[src/gdc_pkg.sv]
// Shared types and timing constants for the gate driver host controller.
// Assumes a single 25 MHz clock; all counts are derived from it.
package gdc_pkg;

	// ----------------------------------------------------------------
	// Clock and timing
	// ----------------------------------------------------------------
	localparam int CLK_NS          = 40;
	localparam int DEGLITCH_NS     = 40;
	localparam int FAULT_MUTE_NS   = 2000;
	localparam int RESET_FILTER_NS = 1000;
	localparam int SETTLE_NS       = 200;
	// Strictly longer than the deglitch window, so one cycle of margin
	localparam int DEGLITCH_CYC    = (DEGLITCH_NS + CLK_NS - 1) / CLK_NS + 1;
	localparam int FAULT_MUTE_CYC  = (FAULT_MUTE_NS + CLK_NS - 1) / CLK_NS;
	// Low level must exceed the filter time and survive the deglitch
	localparam int RESET_LOW_CYC   = RESET_FILTER_NS / CLK_NS + 1 + DEGLITCH_CYC;
	localparam int SETTLE_CYC      = (SETTLE_NS + CLK_NS - 1) / CLK_NS;
	localparam int CNT_W           = 16;

	// ----------------------------------------------------------------
	// Drive modes
	// ----------------------------------------------------------------
	typedef enum logic [1:0] {
		GDC_MODE_NONINV = 2'h0,
		GDC_MODE_INV    = 2'h1
	} gdc_mode_type;

	// ----------------------------------------------------------------
	// Fault handling states
	// ----------------------------------------------------------------
	typedef enum logic [4:0] {
		GDC_ST_RUN     = 5'h01,
		GDC_ST_MUTE    = 5'h02,
		GDC_ST_WAIT    = 5'h04,
		GDC_ST_PULSE   = 5'h08,
		GDC_ST_RELEASE = 5'h10
	} gdc_state_type;

	// ----------------------------------------------------------------
	// Pins driven toward the driver
	// ----------------------------------------------------------------
	typedef struct packed {
		logic in_pos;
		logic in_neg;
		logic reset_enable_low;
	} gdc_pins_type;

	// Reporting lines read back from the driver (open drain, pulled up on the board)
	typedef struct packed {
		logic fault_report_n;
		logic power_good;
	} gdc_report_type;

endpackage : gdc_pkg

[src/gdc_min_width.sv]
// Per-bit minimum level-hold filter for the PWM request lines.
// Assumes requests are synchronous to mclk.
`timescale 1ns/1ps
`default_nettype none
module gdc_min_width #(
	parameter int WIDTH   = 2,
	parameter int MIN_CYC = gdc_pkg::DEGLITCH_CYC
) (
	input  wire logic             mclk,
	input  wire logic             resetn,
	input  wire logic [WIDTH-1:0] req,
	output var  logic [WIDTH-1:0] held
);

	// ----------------------------------------------------------------
	// Hold each level long enough to pass the input deglitch
	// ----------------------------------------------------------------
	genvar gi;
	generate
		for (gi = 0; gi < WIDTH; gi = gi + 1) begin : g_bit
			logic [gdc_pkg::CNT_W-1:0] age;
			always_ff @(posedge mclk) begin
				if (!resetn) begin
					held[gi] <= 1'b0;
					age      <= '0;
				end else if (req[gi] != held[gi] && age >= gdc_pkg::CNT_W'(MIN_CYC - 1)) begin
					held[gi] <= req[gi];
					age      <= '0;
				end else if (age != {gdc_pkg::CNT_W{1'b1}}) begin
					age <= age + 1'b1;
				end
			end
		end
	endgenerate

endmodule : gdc_min_width
`default_nettype wire

[src/gdc_host_ctrl.sv]
// Host-side controller for an isolated single-channel gate driver.
// Assumes report lines are pulled up on the board and synchronous to mclk.
// Function
// - Host never floats inputs; unused inverting grounded.
// - Report outputs open drain; board pulls up.
// - Host drives reset/enable high to enable.
// - Host reset only after fault mute time; only the manual PULSE waits for it, auto reset follows PWM through mute.
// - Non-inverting auto reset follows PWM input.
// - Inverting auto reset uses inverted PWM.
`timescale 1ns/1ps
`default_nettype none
module gdc_host_ctrl #(
	parameter int MUTE_CYC   = gdc_pkg::FAULT_MUTE_CYC,
	parameter int RESET_CYC  = gdc_pkg::RESET_LOW_CYC,
	parameter int SETTLE_CYC = gdc_pkg::SETTLE_CYC
) (
	input  wire logic                  mclk,
	input  wire logic                  resetn,
	input  wire logic                  pwm_req,
	input  wire logic                  other_leg_pwm,
	input  wire logic                  use_interlock,
	input  wire gdc_pkg::gdc_mode_type mode,
	input  wire logic                  auto_reset,
	input  wire logic                  enable_req,
	input  wire logic                  fault_clear_req,
	input  wire gdc_pkg::gdc_report_type report,
	output var  gdc_pkg::gdc_pins_type   pins,
	output var  logic                  fault_seen,
	output logic                       fault_event,
	output var  logic                  undervoltage_lockout,
	output logic                       busy
);

	gdc_pkg::gdc_state_type    state;
	gdc_pkg::gdc_state_type    next_state;
	logic [gdc_pkg::CNT_W-1:0] count;
	logic                      fault_prev;
	logic                      count_done;
	logic                      run_ok;
	logic                      req_pos;
	logic                      req_neg;
	logic [1:0]                held;
	logic                      next_rst;

	assign count_done  = (count == '0);
	assign fault_event = !report.fault_report_n && fault_prev;
	assign busy        = (state != gdc_pkg::GDC_ST_RUN);
	assign run_ok      = enable_req && (state == gdc_pkg::GDC_ST_RUN || auto_reset);

	// ----------------------------------------------------------------
	// PWM request shaping
	// ----------------------------------------------------------------
	always_comb begin
		req_pos = 1'b0;
		req_neg = 1'b0;
		if (run_ok) begin
			if (mode == gdc_pkg::GDC_MODE_INV) begin
				req_pos = 1'b1;
				req_neg = !pwm_req;
			end else begin
				req_pos = pwm_req;
				req_neg = use_interlock && other_leg_pwm;
			end
		end
	end

	gdc_min_width #(
		.WIDTH   (2),
		.MIN_CYC (gdc_pkg::DEGLITCH_CYC)
	) u_width (
		.mclk   (mclk),
		.resetn (resetn),
		.req    ({req_pos, req_neg}),
		.held   (held)
	);

	// ----------------------------------------------------------------
	// Reset/enable level
	// ----------------------------------------------------------------
	always_comb begin
		next_rst = 1'b0;
		if (auto_reset) begin
			next_rst = (mode == gdc_pkg::GDC_MODE_INV) ? !held[0] : held[1];
			next_rst = next_rst && enable_req;
		end else begin
			case (state)
				gdc_pkg::GDC_ST_PULSE: next_rst = 1'b0;
				default:               next_rst = enable_req;
			endcase
		end
	end

	// Pins always driven, never floating
	always_ff @(posedge mclk) begin
		if (!resetn) begin
			pins <= '0;
		end else begin
			pins.in_pos           <= held[1];
			pins.in_neg           <= held[0];
			pins.reset_enable_low <= next_rst;
		end
	end

	// ----------------------------------------------------------------
	// Report capture
	// ----------------------------------------------------------------
	always_ff @(posedge mclk) begin
		if (!resetn) begin
			fault_prev           <= 1'b1;
			undervoltage_lockout <= 1'b0;
		end else begin
			fault_prev           <= report.fault_report_n;
			undervoltage_lockout <= !report.power_good;
		end
	end

	// Set wins over clear
	always_ff @(posedge mclk) begin
		if (!resetn) begin
			fault_seen <= 1'b0;
		end else if (!report.fault_report_n) begin
			fault_seen <= 1'b1;
		end else if (state == gdc_pkg::GDC_ST_RUN) begin
			fault_seen <= 1'b0;
		end
	end

	// ----------------------------------------------------------------
	// Manual fault recovery
	// ----------------------------------------------------------------
	always_comb begin
		next_state = state;
		case (state)
			gdc_pkg::GDC_ST_RUN:
				if (fault_event && !auto_reset) begin
					next_state = gdc_pkg::GDC_ST_MUTE;
				end
			gdc_pkg::GDC_ST_MUTE:
				if (count_done) begin
					next_state = gdc_pkg::GDC_ST_WAIT;
				end
			gdc_pkg::GDC_ST_WAIT:
				if (fault_clear_req) begin
					next_state = gdc_pkg::GDC_ST_PULSE;
				end
			gdc_pkg::GDC_ST_PULSE:
				if (count_done) begin
					next_state = gdc_pkg::GDC_ST_RELEASE;
				end
			gdc_pkg::GDC_ST_RELEASE:
				if (count_done) begin
					next_state = report.fault_report_n ? gdc_pkg::GDC_ST_RUN
					                                   : gdc_pkg::GDC_ST_WAIT;
				end
			default:
				next_state = gdc_pkg::GDC_ST_RUN;
		endcase
	end

	always_ff @(posedge mclk) begin
		if (!resetn) begin
			state <= gdc_pkg::GDC_ST_RUN;
		end else begin
			state <= next_state;
		end
	end

	// Counter reloads on each state entry
	always_ff @(posedge mclk) begin
		if (!resetn) begin
			count <= '0;
		end else if (next_state != state) begin
			case (next_state)
				gdc_pkg::GDC_ST_MUTE:    count <= gdc_pkg::CNT_W'(MUTE_CYC - 1);
				gdc_pkg::GDC_ST_PULSE:   count <= gdc_pkg::CNT_W'(RESET_CYC - 1);
				gdc_pkg::GDC_ST_RELEASE: count <= gdc_pkg::CNT_W'(SETTLE_CYC - 1);
				default:                 count <= '0;
			endcase
		end else if (!count_done) begin
			count <= count - 1'b1;
		end
	end

	// ----------------------------------------------------------------
	// Checks
	// ----------------------------------------------------------------
	logic [gdc_pkg::CNT_W-1:0] mute_age;
	always_ff @(posedge mclk) begin
		if (!resetn || state == gdc_pkg::GDC_ST_RUN) begin
			mute_age <= '0;
		end else if (mute_age != {gdc_pkg::CNT_W{1'b1}}) begin
			mute_age <= mute_age + 1'b1;
		end
	end
endmodule : gdc_host_ctrl
`default_nettype wire

[config.mk]
export PLATFORM = sky130hd
export DESIGN_NAME = gdc_host_ctrl
export DESIGN_NICKNAME = d
export VERILOG_FILES = /design/src/gdc_pkg.sv /design/src/gdc_min_width.sv /design/src/gdc_host_ctrl.sv
export SDC_FILE = /design/constraint.sdc
export NUM_CORES = 1
export LEC_CHECK = 0
export BUFFER_PORTS_ARGS = -buffer_cell sky130_fd_sc_hd__buf_2
export CAP_MARGIN = 20
export CORE_AREA = 2 2 101 103
export DETAILED_ROUTE_END_ITERATION = 16
export DIE_AREA = 0 0 103 105
export PLACE_DENSITY = 0.47
export SLEW_MARGIN = 10
export SYNTH_ARGS = -nofsm -noshare
export SYNTH_HDL_FRONTEND = slang
export SYNTH_HIERARCHICAL = 1
export SYNTH_SLANG_ARGS = --single-unit
[constraint.sdc]
create_clock -name mclk -period 6.3 [get_ports mclk]
set_clock_uncertainty 0.15 [all_clocks]
set_input_delay 0.945 -clock mclk [delete_from_list [all_inputs] [get_ports mclk]]
set_output_delay 0.945 -clock mclk [all_outputs]
set_load 0.02 [all_outputs]
==> reports/metrics.cfg <==
[worst_setup_path]
r2r_slack_ns=3.64
cp-start-kind=flop
timing.rr.end=count[1]$_SDFFE_PN0P_
critPathKind=flop to primary output
end_kind=primary output
worstSetupEndpoint=busy
worstPathRequired_ns=5.20
r2r_cells=7
cp-startpoint=state[1]$_SDFF_PN0_
rr_startpoint=count[0]$_SDFFE_PN0P_
cp_max_fo=8
critPathArrivalTime_ns=1.69

[route]
drc=0
wl_met3_microns=199
avgViaCountPerCell=5.24
wl_met1_microns=3870
wl_per_cell_microns=13.7
drtAntennaViolNets=0
wl_microns=7490
vias=2871
first_iter_violations=99
top_layer_used=met4
wl_met2_microns=3310
dr.pass1.iters=4

[sta]
min_period_ns=2.78
max_slew_margin_pct=41.0
timing.fmax_mhz=359
setup_tns_ns=0
timing.final.crit_share_pct=44.2
worst_slack_ns=3.52
tightest_slew_ns=0.878
slew_viol_final=0
setup_viol=0
rsz0062_at_grt=no
hold_viol_final=0

[global_routing]
antenna_found_initial=0
grt_max_degree=19
overflow=0
grt_pass1_vias=2778
grt_usage_pct=15.1
grt_pass1_wl_microns=13200

[synth]
synth_seq_cells=61
yosysWarnings=6
ys_seq_area_share_pct=36.8
netlist_area_sq_mm=0.00332
synth-edff-count=0
avgSynthCellArea_sq_um=8.46
synth_ff_type=dfxtp_1
synthCells=392
post-synth-top-area-fraction_pct=36.8
async_flop_share_pct=0
synth.area.top_cells=dfxtp_1, nand3_1, nor2_1
synth_nets=411
yosysMostFrequentCell=dfxtp_1
synth_largest_area_cell=dfxtp_1
ys_types=62
ys_top_cells_by_count=dfxtp_1, nor2_1, nand3_1

[clocking]
cts_setup_buffers=0
h-tree-depth=3
clockRootBuffer=clkbuf_8
cts_buffers=9
path_clk_slew_ns=0.07
cts_tree=built
insertion_delay_ns=0.33
ctsLongestPathBuffers=2
ctsHoldBuffers=0
postCtsResizedCells=0
clock_sink_count=61

[pwr]
pwr_density_cell_mw_per_mm2=388
ir_drop_mv=0.141
leakage_uw=0.00132

[place]
port_buffers=18
dpl.hpwl_microns=5410
pre_cts_slack_ns=3.39
place_congestion=0.807

[cells_and_area]
drive_above_1_share_pct=13.3
fin_nets=430
fillerInstances=1024
antenna_cells=0
area_growth_pct=12.2

[floorplanning]
die_w_microns=103
dieArea_sq_mm=0.0108
fp-row-count=36
io_pins=19
fp.dieH_microns=105
start_util_pct=34.4
coreArea_sq_mm=0.00964

[flow_run]
cap_violations=0

[worst_hold_path]
hold_class=flop to flop
hold_start=fault_seen$_SDFFE_PN0P_

[status]
outcome=completed

==> area by class of cell <==
| type | instances | area [sq um] | area share [%] |
|---|---|---|---|
| clock buffers | 14 | 163 | 4.37 |
| clock inverters | 1 | 30.0 | 0.808 |
| inverters | 14 | 52.6 | 1.41 |
| repair buffers | 19 | 101 | 2.73 |
| well taps | 133 | 166 | 4.48 |
| flip-flops and latches | 61 | 1220 | 32.8 |
| multi-input cells | 306 | 1980 | 53.4 |
==> logic make-up (layout without fill, tap and decap cells) <==
family | count (synthesis) | count (layout) | share of synthesized area [%]
simple gates | 197 | 197 | 35.0
compound gates | 75 | 75 | 14.7
flops | 61 | 61 | 36.8
buf+inv | 25 | 48 | 3.32
xor+xnor | 19 | 19 | 5.02
mux | 8 | 8 | 2.45
fa+ha+maj | 7 | 7 | 2.64
==> per-stage QoR <==
stage	hold WS (ns)	utilization (%)	std cells	cell area, sq um	power (uW)
after floorplan	0.329	-	392	3320	973
after global placement	0.300	36.5	532	3510	1100
after CTS	0.324	38.6	548	3720	1460
after global routing	0.355	38.6	548	3720	1560
final	0.318	38.6	548	3720	1440
after detailed placement	0.310	36.6	533	3530	1100
==> layout by cell type (no fill, tap or decap), types with 8 or more instances in the layout <==
cell type  instances
nand4_1           13
nor2_1            39
a21oi_1           24
nor3_1            15
xnor2_1           12
o31ai_1            9
dfxtp_1           61
o21ai_0           13
nand2_1           19
buf_2             18
clkbuf_8          11
nand3_1           30
inv_1             13
nor2_2             8
or3_1              8
nor4_1            11
==> state kept, by name (all words and copies together) (netlist names) <==
name / cells
fault_seen: 1
count: 16
u_width/held: 2
undervoltage_lockout: 1
state: 5
u_width/g_bit.age: 32
fault_prev: 1
pins: 3
==> routing by layer <==
metal / up-vias / track usage, %
met4: 0 / 6.11
met1: 1337 / 22.2
met2: 34 / 21.6
li1: 1490 / -
met3: 10 / 2.68
met5: - / 0
==> worst min path at each step <==
stage | slack (ns) | depth (start not counted) | to
after CTS | 0.32 | 2 | fault_seen$_SDFFE_PN0P_
final | 0.32 | 2 | fault_seen$_SDFFE_PN0P_
after global placement | 0.30 | 2 | fault_seen$_SDFFE_PN0P_
after global routing | 0.35 | 2 | fault_seen$_SDFFE_PN0P_
after detailed placement | 0.31 | 2 | fault_seen$_SDFFE_PN0P_
after floorplan | 0.33 | 2 | u_width/g_bit[1].age[11]$_SDFFE_PP0P_
==> where the power goes <==
group / total (uW) / switching (uW) / internal [uW]
registers: 507 / 66.7 / 440
clock network: 346 / 143 / 203
logic: 592 / 360 / 232
==> worst max-delay path, cell delays in order, from the launching register on <==
cell	delay, ns
dfxtp_1	0.40
nor2_1	0.27
nand2_1	0.15
nor2_1	0.27
inv_1	0.11
buf_2	0.17
No activity file was read; power rests on OpenSTA's default activity.
